File: src/inc/ebi_pkg.sv
// Purpose: Shared constants for the external bus interface
// Assumes: 50 MHz ref_clk, classic Wishbone register port
// Notes: Register offsets are byte addresses of 32-bit words
package ebi_pkg;
    localparam int EBI_ADDR_W = 20;
    localparam int EBI_DATA_W = 16;
    localparam int EBI_AREAS = 4;
    // ---------------------------------------------------------------
    // Register map
    // ---------------------------------------------------------------
    localparam logic [7:0] EBI_REG_CTRL = 8'h00;
    localparam logic [7:0] EBI_REG_ADDR = 8'h04;
    localparam logic [7:0] EBI_REG_DATA = 8'h08;
    localparam logic [7:0] EBI_REG_STAT = 8'h0C;
    // CTRL fields
    localparam int EBI_CTRL_GO = 0;
    localparam int EBI_CTRL_WRITE = 1;
    localparam int EBI_CTRL_STROBE = 2;
    localparam int EBI_CTRL_MUX = 3;
    localparam int EBI_CTRL_HOLD = 4;
    localparam int EBI_CTRL_AREA = 8;
    // STAT fields
    localparam int EBI_STAT_BUSY = 0;
    localparam int EBI_STAT_WIDE8 = 1;
    localparam int EBI_STAT_MPMODE = 2;
    localparam int EBI_STAT_HOLD = 3;
    localparam logic [31:0] EBI_UNMAPPED = 32'h0000_0000;
    // Bus clock divider: half period in ref_clk cycles, less one
    localparam logic [1:0] EBI_BCLK_HALF = 2'h1;
    typedef enum logic [2:0] {
        EBI_IDLE = 3'b000,
        EBI_ADDR = 3'b001,
        EBI_STRB = 3'b011,
        EBI_WAIT = 3'b010,
        EBI_DONE = 3'b110
    } ebi_state_type;
endpackage : ebi_pkg

File: src/hdl/ebi_top.sv
// Purpose: External bus interface master driven from Wishbone registers
// Assumes: Straps and ready come from pins; one access at a time
// Notes: One bus cycle is address phase, strobe phase, waits, done
//
// Added by the designer: the Wishbone slave port and the placing of the registers.
`timescale 1ns/100ps
// Notes on behaviour
// - Width strap low gives 16-bit data bus, high gives 8-bit bus.
// - Separate bus: low byte on D0-D7, high byte on D8-D15 when 16-bit.
// - Twenty address lines A0-A19 driven for external accesses.
// - 8-bit multiplexed: low lines carry A0-A7 then data.
// - 16-bit multiplexed: low lines carry A1-A8 then data.
// - Four active-low area selects name the targeted area.
// - Software picks split write strobes or write plus high-byte enable.
// - Split strobes, 16-bit: low-byte strobe pulses low for even writes.
// - Split strobes, 16-bit: high-byte strobe pulses low for odd writes.
// - Read strobe low while reading the external area.
// - Single-strobe mode: high-byte enable low for odd addresses.
// - Address latch strobe lets outside logic capture the address.
// - Hold acknowledge stays low while the bus is held.
// - Ready low stretches the cycle with wait states.
// - Bus clock is driven out on its own pin.
module ebi_top
    import ebi_pkg::*;
(
    input wire logic ref_clk,
    input wire logic rst_n,
    input wire logic [7:0] wb_adr_i,
    input wire logic [31:0] wb_dat_i,
    output logic [31:0] wb_dat_o,
    input wire logic wb_we_i,
    input wire logic [3:0] wb_sel_i,
    input wire logic wb_cyc_i,
    input wire logic wb_stb_i,
    output logic wb_ack_o,
    input wire logic bus_width_pin,
    input wire logic processor_mode_pin,
    input wire logic ready_n,
    output logic [EBI_ADDR_W-1:0] ext_addr,
    input wire logic [EBI_DATA_W-1:0] ext_data_i,
    output logic [EBI_DATA_W-1:0] ext_data_o,
    output logic [EBI_DATA_W-1:0] ext_data_oe,
    output logic [EBI_AREAS-1:0] external_area_select_n,
    output logic store_strobe_low_byte,
    output logic store_strobe_high_byte,
    output logic high_byte_enable_n,
    output logic read_strobe_n,
    output logic addr_latch,
    output logic hold_acknowledge_n,
    output logic bus_clk
);
    // ---------------------------------------------------------------
    // Reset and pin synchronisers
    // ---------------------------------------------------------------
    logic [1:0] rst_sync;
    logic rst_l;
    logic [2:0] pin_s1, pin_s2;
    logic wide8, mp_mode, rdy_n_s, strap_done;
    logic [1:0] strap_fill;
    always_ff @(posedge ref_clk or negedge rst_n) begin
        if (!rst_n) begin
            rst_sync <= 2'b00;
        end else begin
            rst_sync <= {rst_sync[0], 1'b1};
        end
    end
    assign rst_l = rst_sync[1];
    always_ff @(posedge ref_clk or negedge rst_l) begin
        if (!rst_l) begin
            pin_s1 <= 3'b111;
            pin_s2 <= 3'b111;
        end else begin
            pin_s1 <= {bus_width_pin, processor_mode_pin, ready_n};
            pin_s2 <= pin_s1;
        end
    end
    assign rdy_n_s = pin_s2[0];
    // Straps caught once after release; later strap motion is ignored
    // Wait until both stages hold pin levels, not their reset ones
    always_ff @(posedge ref_clk or negedge rst_l) begin
        if (!rst_l) begin
            strap_fill <= 2'b00;
            strap_done <= 1'b0;
            wide8 <= 1'b0;
            mp_mode <= 1'b0;
        end else begin
            strap_fill <= {strap_fill[0], 1'b1};
            if (strap_fill[1] && !strap_done) begin
                strap_done <= 1'b1;
                wide8 <= pin_s2[2];
                mp_mode <= pin_s2[1];
            end
        end
    end
    // ---------------------------------------------------------------
    // Registers and Wishbone slave
    // ---------------------------------------------------------------
    logic [15:0] ctrl, next_ctrl;
    logic [EBI_ADDR_W-1:0] acc_addr, next_acc_addr;
    logic [15:0] acc_data, next_acc_data;
    logic [31:0] next_wb_dat_o;
    logic next_wb_ack_o;
    logic busy, start;
    logic wb_hit;
    function automatic logic [31:0] merge(input logic [31:0] old, input logic [31:0] nw,
                                          input logic [3:0] sel);
        logic [31:0] r;
        r = old;
        for (int i = 0; i < 4; i++) begin
            if (sel[i]) r[i*8 +: 8] = nw[i*8 +: 8];
        end
        return r;
    endfunction : merge
    ebi_state_type state, next_state;
    logic done_pulse;
    logic [31:0] m;
    assign wb_hit = wb_cyc_i && wb_stb_i && !wb_ack_o;
    assign busy = (state != EBI_IDLE);
    always_comb begin
        m = 32'h0000_0000;
        next_ctrl = ctrl;
        next_acc_addr = acc_addr;
        next_acc_data = acc_data;
        next_wb_dat_o = wb_dat_o;
        next_wb_ack_o = wb_hit;
        start = 1'b0;
        if (done_pulse && !ctrl[EBI_CTRL_WRITE]) begin
            next_acc_data = mux_read_data();
        end
        if (wb_hit) begin
            next_wb_dat_o = EBI_UNMAPPED;
            case (wb_adr_i)
                EBI_REG_CTRL: begin
                    next_wb_dat_o = {16'h0000, ctrl};
                    if (wb_we_i) begin
                        m = merge({16'h0000, ctrl}, wb_dat_i, wb_sel_i);
                        next_ctrl = m[15:0];
                        // Go is accepted only when idle, in microprocessor mode and with the hold bit clear
                        start = m[EBI_CTRL_GO] && !busy && mp_mode && !m[EBI_CTRL_HOLD];
                        next_ctrl[EBI_CTRL_GO] = 1'b0;
                    end
                end
                EBI_REG_ADDR: begin
                    next_wb_dat_o = {12'h000, acc_addr};
                    if (wb_we_i && !busy) begin
                        m = merge({12'h000, acc_addr}, wb_dat_i, wb_sel_i);
                        next_acc_addr = m[EBI_ADDR_W-1:0];
                    end
                end
                EBI_REG_DATA: begin
                    next_wb_dat_o = {16'h0000, acc_data};
                    if (wb_we_i && !busy) begin
                        m = merge({16'h0000, acc_data}, wb_dat_i, wb_sel_i);
                        next_acc_data = m[15:0];
                    end
                end
                EBI_REG_STAT: begin
                    next_wb_dat_o = {28'h0000_000, !hold_acknowledge_n, mp_mode, wide8, busy};
                end
                default: begin
                    next_wb_dat_o = EBI_UNMAPPED;
                end
            endcase
        end
    end
    always_ff @(posedge ref_clk or negedge rst_l) begin
        if (!rst_l) begin
            ctrl <= 16'h0000;
            acc_addr <= 20'h0_0000;
            acc_data <= 16'h0000;
            wb_dat_o <= 32'h0000_0000;
            wb_ack_o <= 1'b0;
        end else begin
            ctrl <= next_ctrl;
            acc_addr <= next_acc_addr;
            acc_data <= next_acc_data;
            wb_dat_o <= next_wb_dat_o;
            wb_ack_o <= next_wb_ack_o;
        end
    end
    // ---------------------------------------------------------------
    // Bus clock and cycle sequencer
    // ---------------------------------------------------------------
    logic [1:0] bclk_cnt, next_bclk_cnt;
    logic next_bus_clk, tick;
    assign tick = (bclk_cnt == EBI_BCLK_HALF) && bus_clk;
    always_comb begin
        next_bclk_cnt = bclk_cnt + 2'h1;
        next_bus_clk = bus_clk;
        if (bclk_cnt == EBI_BCLK_HALF) begin
            next_bclk_cnt = 2'h0;
            next_bus_clk = !bus_clk;
        end
    end
    logic odd, mux, split;
    assign odd = acc_addr[0];
    assign mux = ctrl[EBI_CTRL_MUX];
    assign split = ctrl[EBI_CTRL_STROBE];
    function automatic logic [15:0] mux_read_data();
        // Byte lane of an odd access on a separate 16-bit bus is the high lane
        if (wide8 || mux) return {8'h00, ext_data_i[7:0]};
        return odd ? {8'h00, ext_data_i[15:8]} : ext_data_i;
    endfunction : mux_read_data
    logic [EBI_DATA_W-1:0] next_ext_data_o, next_ext_data_oe;
    logic [EBI_ADDR_W-1:0] next_ext_addr;
    logic [EBI_AREAS-1:0] next_sel_n;
    logic next_wrl, next_wrh, next_bhe_n, next_rd_n, next_ale, next_hold_acknowledge_n_n, next_done;
    always_comb begin
        next_state = state;
        next_ext_addr = ext_addr;
        next_ext_data_o = ext_data_o;
        next_ext_data_oe = 16'h0000;
        next_sel_n = 4'hF;
        next_wrl = 1'b1;
        next_wrh = 1'b1;
        next_bhe_n = 1'b1;
        next_rd_n = 1'b1;
        next_ale = 1'b0;
        next_done = 1'b0;
        next_hold_acknowledge_n_n = !(ctrl[EBI_CTRL_HOLD] && !busy);
        case (state)
            EBI_IDLE: begin
                if (start) next_state = EBI_ADDR;
            end
            EBI_ADDR: begin
                next_sel_n = ~(4'h1 << ctrl[EBI_CTRL_AREA +: 2]);
                next_ext_addr = acc_addr;
                next_ale = 1'b1;
                next_bhe_n = !(odd && !split);
                if (mux) begin
                    next_ext_data_oe = 16'h00FF;
                    next_ext_data_o = wide8 ? {8'h00, acc_addr[7:0]}
                                            : {8'h00, acc_addr[8:1]};
                end
                if (tick) next_state = EBI_STRB;
            end
            EBI_STRB, EBI_WAIT: begin
                next_sel_n = ~(4'h1 << ctrl[EBI_CTRL_AREA +: 2]);
                next_bhe_n = !(odd && !split);
                if (ctrl[EBI_CTRL_WRITE]) begin
                    if (split && !wide8) begin
                        next_wrl = odd;
                        next_wrh = !odd;
                    end else begin
                        next_wrl = 1'b0;
                    end
                    if (wide8 || mux) begin
                        next_ext_data_oe = 16'h00FF;
                        next_ext_data_o = {8'h00, acc_data[7:0]};
                    end else begin
                        next_ext_data_oe = odd ? 16'hFF00 : 16'hFFFF;
                        next_ext_data_o = odd ? {acc_data[7:0], 8'h00} : acc_data;
                    end
                end else begin
                    next_rd_n = 1'b0;
                end
                if (tick) next_state = rdy_n_s ? EBI_DONE : EBI_WAIT;
                // Done flag stands while the read strobe is still low
                if (tick && rdy_n_s) next_done = 1'b1;
            end
            EBI_DONE: begin
                next_state = EBI_IDLE;
            end
            default: next_state = EBI_IDLE;
        endcase
    end
    always_ff @(posedge ref_clk or negedge rst_l) begin
        if (!rst_l) begin
            state <= EBI_IDLE;
            bclk_cnt <= 2'h0;
            bus_clk <= 1'b0;
            ext_addr <= 20'h0_0000;
            ext_data_o <= 16'h0000;
            ext_data_oe <= 16'h0000;
            external_area_select_n <= 4'hF;
            store_strobe_low_byte <= 1'b1;
            store_strobe_high_byte <= 1'b1;
            high_byte_enable_n <= 1'b1;
            read_strobe_n <= 1'b1;
            addr_latch <= 1'b0;
            hold_acknowledge_n <= 1'b1;
            done_pulse <= 1'b0;
        end else begin
            state <= next_state;
            bclk_cnt <= next_bclk_cnt;
            bus_clk <= next_bus_clk;
            ext_addr <= next_ext_addr;
            ext_data_o <= next_ext_data_o;
            ext_data_oe <= next_ext_data_oe;
            external_area_select_n <= next_sel_n;
            store_strobe_low_byte <= next_wrl;
            store_strobe_high_byte <= next_wrh;
            high_byte_enable_n <= next_bhe_n;
            read_strobe_n <= next_rd_n;
            addr_latch <= next_ale;
            hold_acknowledge_n <= next_hold_acknowledge_n_n;
            done_pulse <= next_done;
        end
    end
endmodule : ebi_top

File: config.mk
export PLATFORM = sky130hd
export DESIGN_NAME = ebi_top
export DESIGN_NICKNAME = d
export VERILOG_FILES = /design/src/inc/ebi_pkg.sv /design/src/hdl/ebi_top.sv
export SDC_FILE = /design/constraint.sdc
export NUM_CORES = 1
export LEC_CHECK = 0
export BUFFER_PORTS_ARGS = -buffer_cell sky130_fd_sc_hd__buf_4
export CAP_MARGIN = 40
export CORE_MARGIN = 4
export CORE_UTILIZATION = 35
export CTS_CLUSTER_SIZE = 20
export DETAILED_ROUTE_END_ITERATION = 8
export GPL_ROUTABILITY_DRIVEN = 0
export PLACE_DENSITY_LB_ADDON = 0.1
export SLEW_MARGIN = 20
export SYNTH_ARGS = -nofsm -noshare
export SYNTH_HDL_FRONTEND = slang
export SYNTH_SLANG_ARGS = --single-unit
File: constraint.sdc
create_clock -name ref_clk -period 4.26 [get_ports ref_clk]
set_clock_uncertainty 0.05 [all_clocks]
set_input_delay 0.426 -clock ref_clk [delete_from_list [all_inputs] [get_ports ref_clk]]
set_output_delay 0.426 -clock ref_clk [all_outputs]
set_load 0.05 [all_outputs]
==> flow_summary.json <==
{
  "grt_max_degree": 78,
  "core_area_um2": 17500,
  "switchingPower_w": 0.000691,
  "synth-async-reset-ratio_pct": 100,
  "p_leak_nw": 3.90,
  "slew_headroom_pct": 45.9,
  "reg2reg_from": "state[2]",
  "finalCritPeriodShare_pct": 62.4,
  "avgSynthCellArea_um2": 12.1,
  "fin_tns_setup_ns": 0,
  "cts_buffers": 17,
  "clk_path_buf_depth": 2,
  "die_h_um": 142,
  "drc": 0,
  "swShare_pct": 22.9,
  "start_util_pct": 36.1,
  "vias_per_cell": 5.15,
  "root_buffer": "clkbuf_16",
  "slowest_delay_ns": 0.68,
  "finalSetupViolations": 0,
  "worstSetupEndpoint": "acc_data[2]",
  "pwr-share-comb_pct": 6.2,
  "min_delay_path_depth": 1,
  "htree_levels": 4,
  "syn_to_final_growth_pct": 27.2,
  "worstSetupPathType": "reg2reg",
  "finalHoldViolCount": 0,
  "clockPowerShare_pct": 48.3,
  "crit_buf_inv": 0,
  "critPathMaxFanout": 11,
  "synthFlopType": "dfrtp_1",
  "pwr-share-seq_pct": 45.5,
  "p_int_w": 0.00233,
  "worstSetupStartpointType": "flop",
  "drive_gt1_share_pct": 43.4,
  "power_density_nw_per_um2": 377,
  "cp_cell_sequence": "or4b_4 > nor4_1 > mux2i_1 > o221a_2",
  "grt_setup_unrepaired": "no",
  "maxClockFrequency_ghz": 0.376,
  "grt_usage_pct": 17.3,
  "cts_tree": "built",
  "grt_pass1_wl_um": 26700,
  "worstSkewPairLatency_ns": 0.41,
  "yosysSeqAreaShare_pct": 55.9,
  "placedCellCount": 847,
  "cp.depth": 4,
  "hold-worst-slack_ns": 0.0676,
  "fin_util_pct": 45.9,
  "grt_pass1_vias": 4639,
  "crit_slowest_cell": "mux2i_1",
  "cp-startpoint": "state[2]",
  "fin_crit_ns": 2.66,
  "critPathTopFamily": "simple AND/OR/NAND/NOR gates",
  "maxCapViolCount": 0,
  "drtIter0Drc": 292,
  "wl_per_cell_um": 19.6,
  "io_pins": 164,
  "ys_warn_count": 0,
  "cts.sinks": 140,
  "drt_first_pass_iters": 4,
  "worstRegToRegCells": 4,
  "hpwl_um": 12500,
  "p_total_w": 0.00302,
  "path_clk_slew_ns": 0.06,
  "hold_class": "in2reg",
  "grt.overflow.total": 0,
  "synth_enable_flop_cells": 0,
  "grt_antenna_before_repair": 0,
  "endpoint_kind": "flop",
  "post_cts_resized": 0,
  "n_antenna_cell": 0,
  "status": "finished, final reports clean",
  "reg2reg_to": "acc_data[2]",
  "io_buffers": 138,
  "ctsHoldBuffers": 1,
  "critPathRequiredTime_ns": 4.56,
  "stdcell_count": 881,
  "post-cts-setup-buffers": 0,
  "ir_drop_uv": 281,
  "worstMarginPinSlew_ns": 0.812,
  "synthCells": 522,
  "ys_ff_latch": 140,
  "wirelength_um": 17300,
  "via_count": 4537,
  "yosysUniqueCellTypes": 53,
  "ant_nets": 0,
  "die_x_um": 142,
  "die_area_um2": 20200,
  "rrSetupSlack_ns": 1.60,
  "final_max_slew_viol_count": 0,
  "nets": 711,
  "rows": 48,
  "crit_arrival_ns": 2.96,
  "syn_area_um2": 6300,
  "fill_cells": 1610
}
[power by group through the flow]
stage | sequential [W] | combinational, W | clock [W]
4_1_cts | 0.00139 | 0.000177 | 0.00150
5_1_grt | 0.00138 | 0.000204 | 0.00157
3_3_place_gp | 0.00141 | 0.000173 | 0
2_1_floorplan | 0.00140 | 0.000102 | 0
6_report | 0.00138 | 0.000188 | 0.00146
3_5_place_dp | 0.00141 | 0.000176 | 0
[cells in the mapped netlist, types with 2 or more instances]
cell type  number  share of area [%]
conb_1          2               0.12
clkbuf_1       23                1.4
a221o_1         8                1.3
buf_4          27                3.2
nor3b_1         3               0.36
buf_1           3               0.18
nand2b_1        3               0.30
dfstp_2        15                6.3
nor2_1         26                1.5
mux2i_1        28                4.4
mux2_2         65                 12
mux4_2          3                1.1
or4_1           4               0.48
and3_2          6               0.71
nand3_1        11               0.87
a31oi_1         7               0.69
a21oi_1        22                1.7
nor3_1          3               0.24
nor4b_1         2               0.28
nand2_1        44                2.6
a22o_1          8                1.1
o221a_2         8                1.4
and3_4          2               0.36
nor2b_1         5               0.50
and3_1          7               0.69
nor4_1          2               0.20
buf_6           2               0.36
inv_1           5               0.30
nand3b_1        4               0.48
o31ai_1         8               0.95
dfrtp_1       125                 50
o21ai_0        20                1.6
[worst reg2reg max path: stages (launching register included)]
cell	delay (ns)
dfrtp_1	0.51
or4b_4	0.63
nor4_1	0.39
mux2i_1	0.68
o221a_2	0.33
[per-stage QoR]
step           cell area (um^2)  setup slack [ns]
2_1_floorplan              6350            0.0468
3_3_place_gp               7390              1.44
3_5_place_dp               7390              1.42
4_1_cts                    7990              1.59
5_1_grt                    8020              1.44
6_report                   8020              1.60
[layout make-up]
class	count	area [um^2]	share of cell area [%]
repair buffers	148	1140	14.3
inverters	5	18.8	0.234
well taps	225	282	3.51
clock buffers	21	470	5.87
clock inverters	11	118	1.47
flip-flops and latches	140	3530	44.0
multi-input cells	331	2460	30.7
[sequential cells by signal (all words and copies together) (netlist names), 2 cells and up]
register / cells
acc_addr: 20
acc_data: 16
bclk_cnt: 2
ctrl: 15
ext_addr: 20
ext_data_o: 16
ext_data_oe: 2
external_area_select_n: 4
pin_s1: 3
pin_s2: 3
rst_sync: 2
state: 3
strap_fill: 2
wb_dat_o: 20
[cells by family after synthesis]
logic type / count (synthesis) / share of synthesized area (%)
and+or+nand+nor: 133 / 11.4
xor gates and xnor gates: 1 / 0.139
DFF: 140 / 55.9
muxes: 96 / 17.1
buffers and inverters: 63 / 5.87
other: 2 / 0.119
AOI/OAI and AO/OA: 87 / 9.51
[how the worst min path moves through the flow]
| stage | start | end | slack (ns) |
|---|---|---|---|
| 6_report | bus_width_pin | pin_s1[2] | 0.07 |
| 5_1_grt | bus_width_pin | pin_s1[2] | 0.05 |
| 4_1_cts | bus_width_pin | pin_s1[2] | 0.05 |
| 3_5_place_dp | rst_n | rst_sync[0] | 0.16 |
| 3_3_place_gp | rst_n | rst_sync[0] | 0.16 |
| 2_1_floorplan | rst_n | rst_sync[0] | 0.08 |
[per-layer routing]
| metal | routed length, um | GRT usage, % | vias to the layer above | share of wire (%) |
|---|---|---|---|---|
| li1 | - | - | 2092 | - |
| met3 | 952 | 3.93 | 26 | 5.5 |
| met4 | 409 | 6.77 | 0 | 2.4 |
| met5 | 0 | 0 | - | 0 |
| met1 | 7890 | 24.2 | 2279 | 46 |
| met2 | 8030 | 26.1 | 140 | 46 |
[placed cells by master (no fill, tap or decap), types with 14 or more instances in the layout]
master     count
mux2i_1       28
nand2_1       44
a21oi_1       22
clkbuf_16     17
mux2_2        65
buf_4        144
dfstp_2       15
dfrtp_1      124
conb_1        14
o21ai_0       20
nor2_1        26
Power figures use the tool's default switching activity.
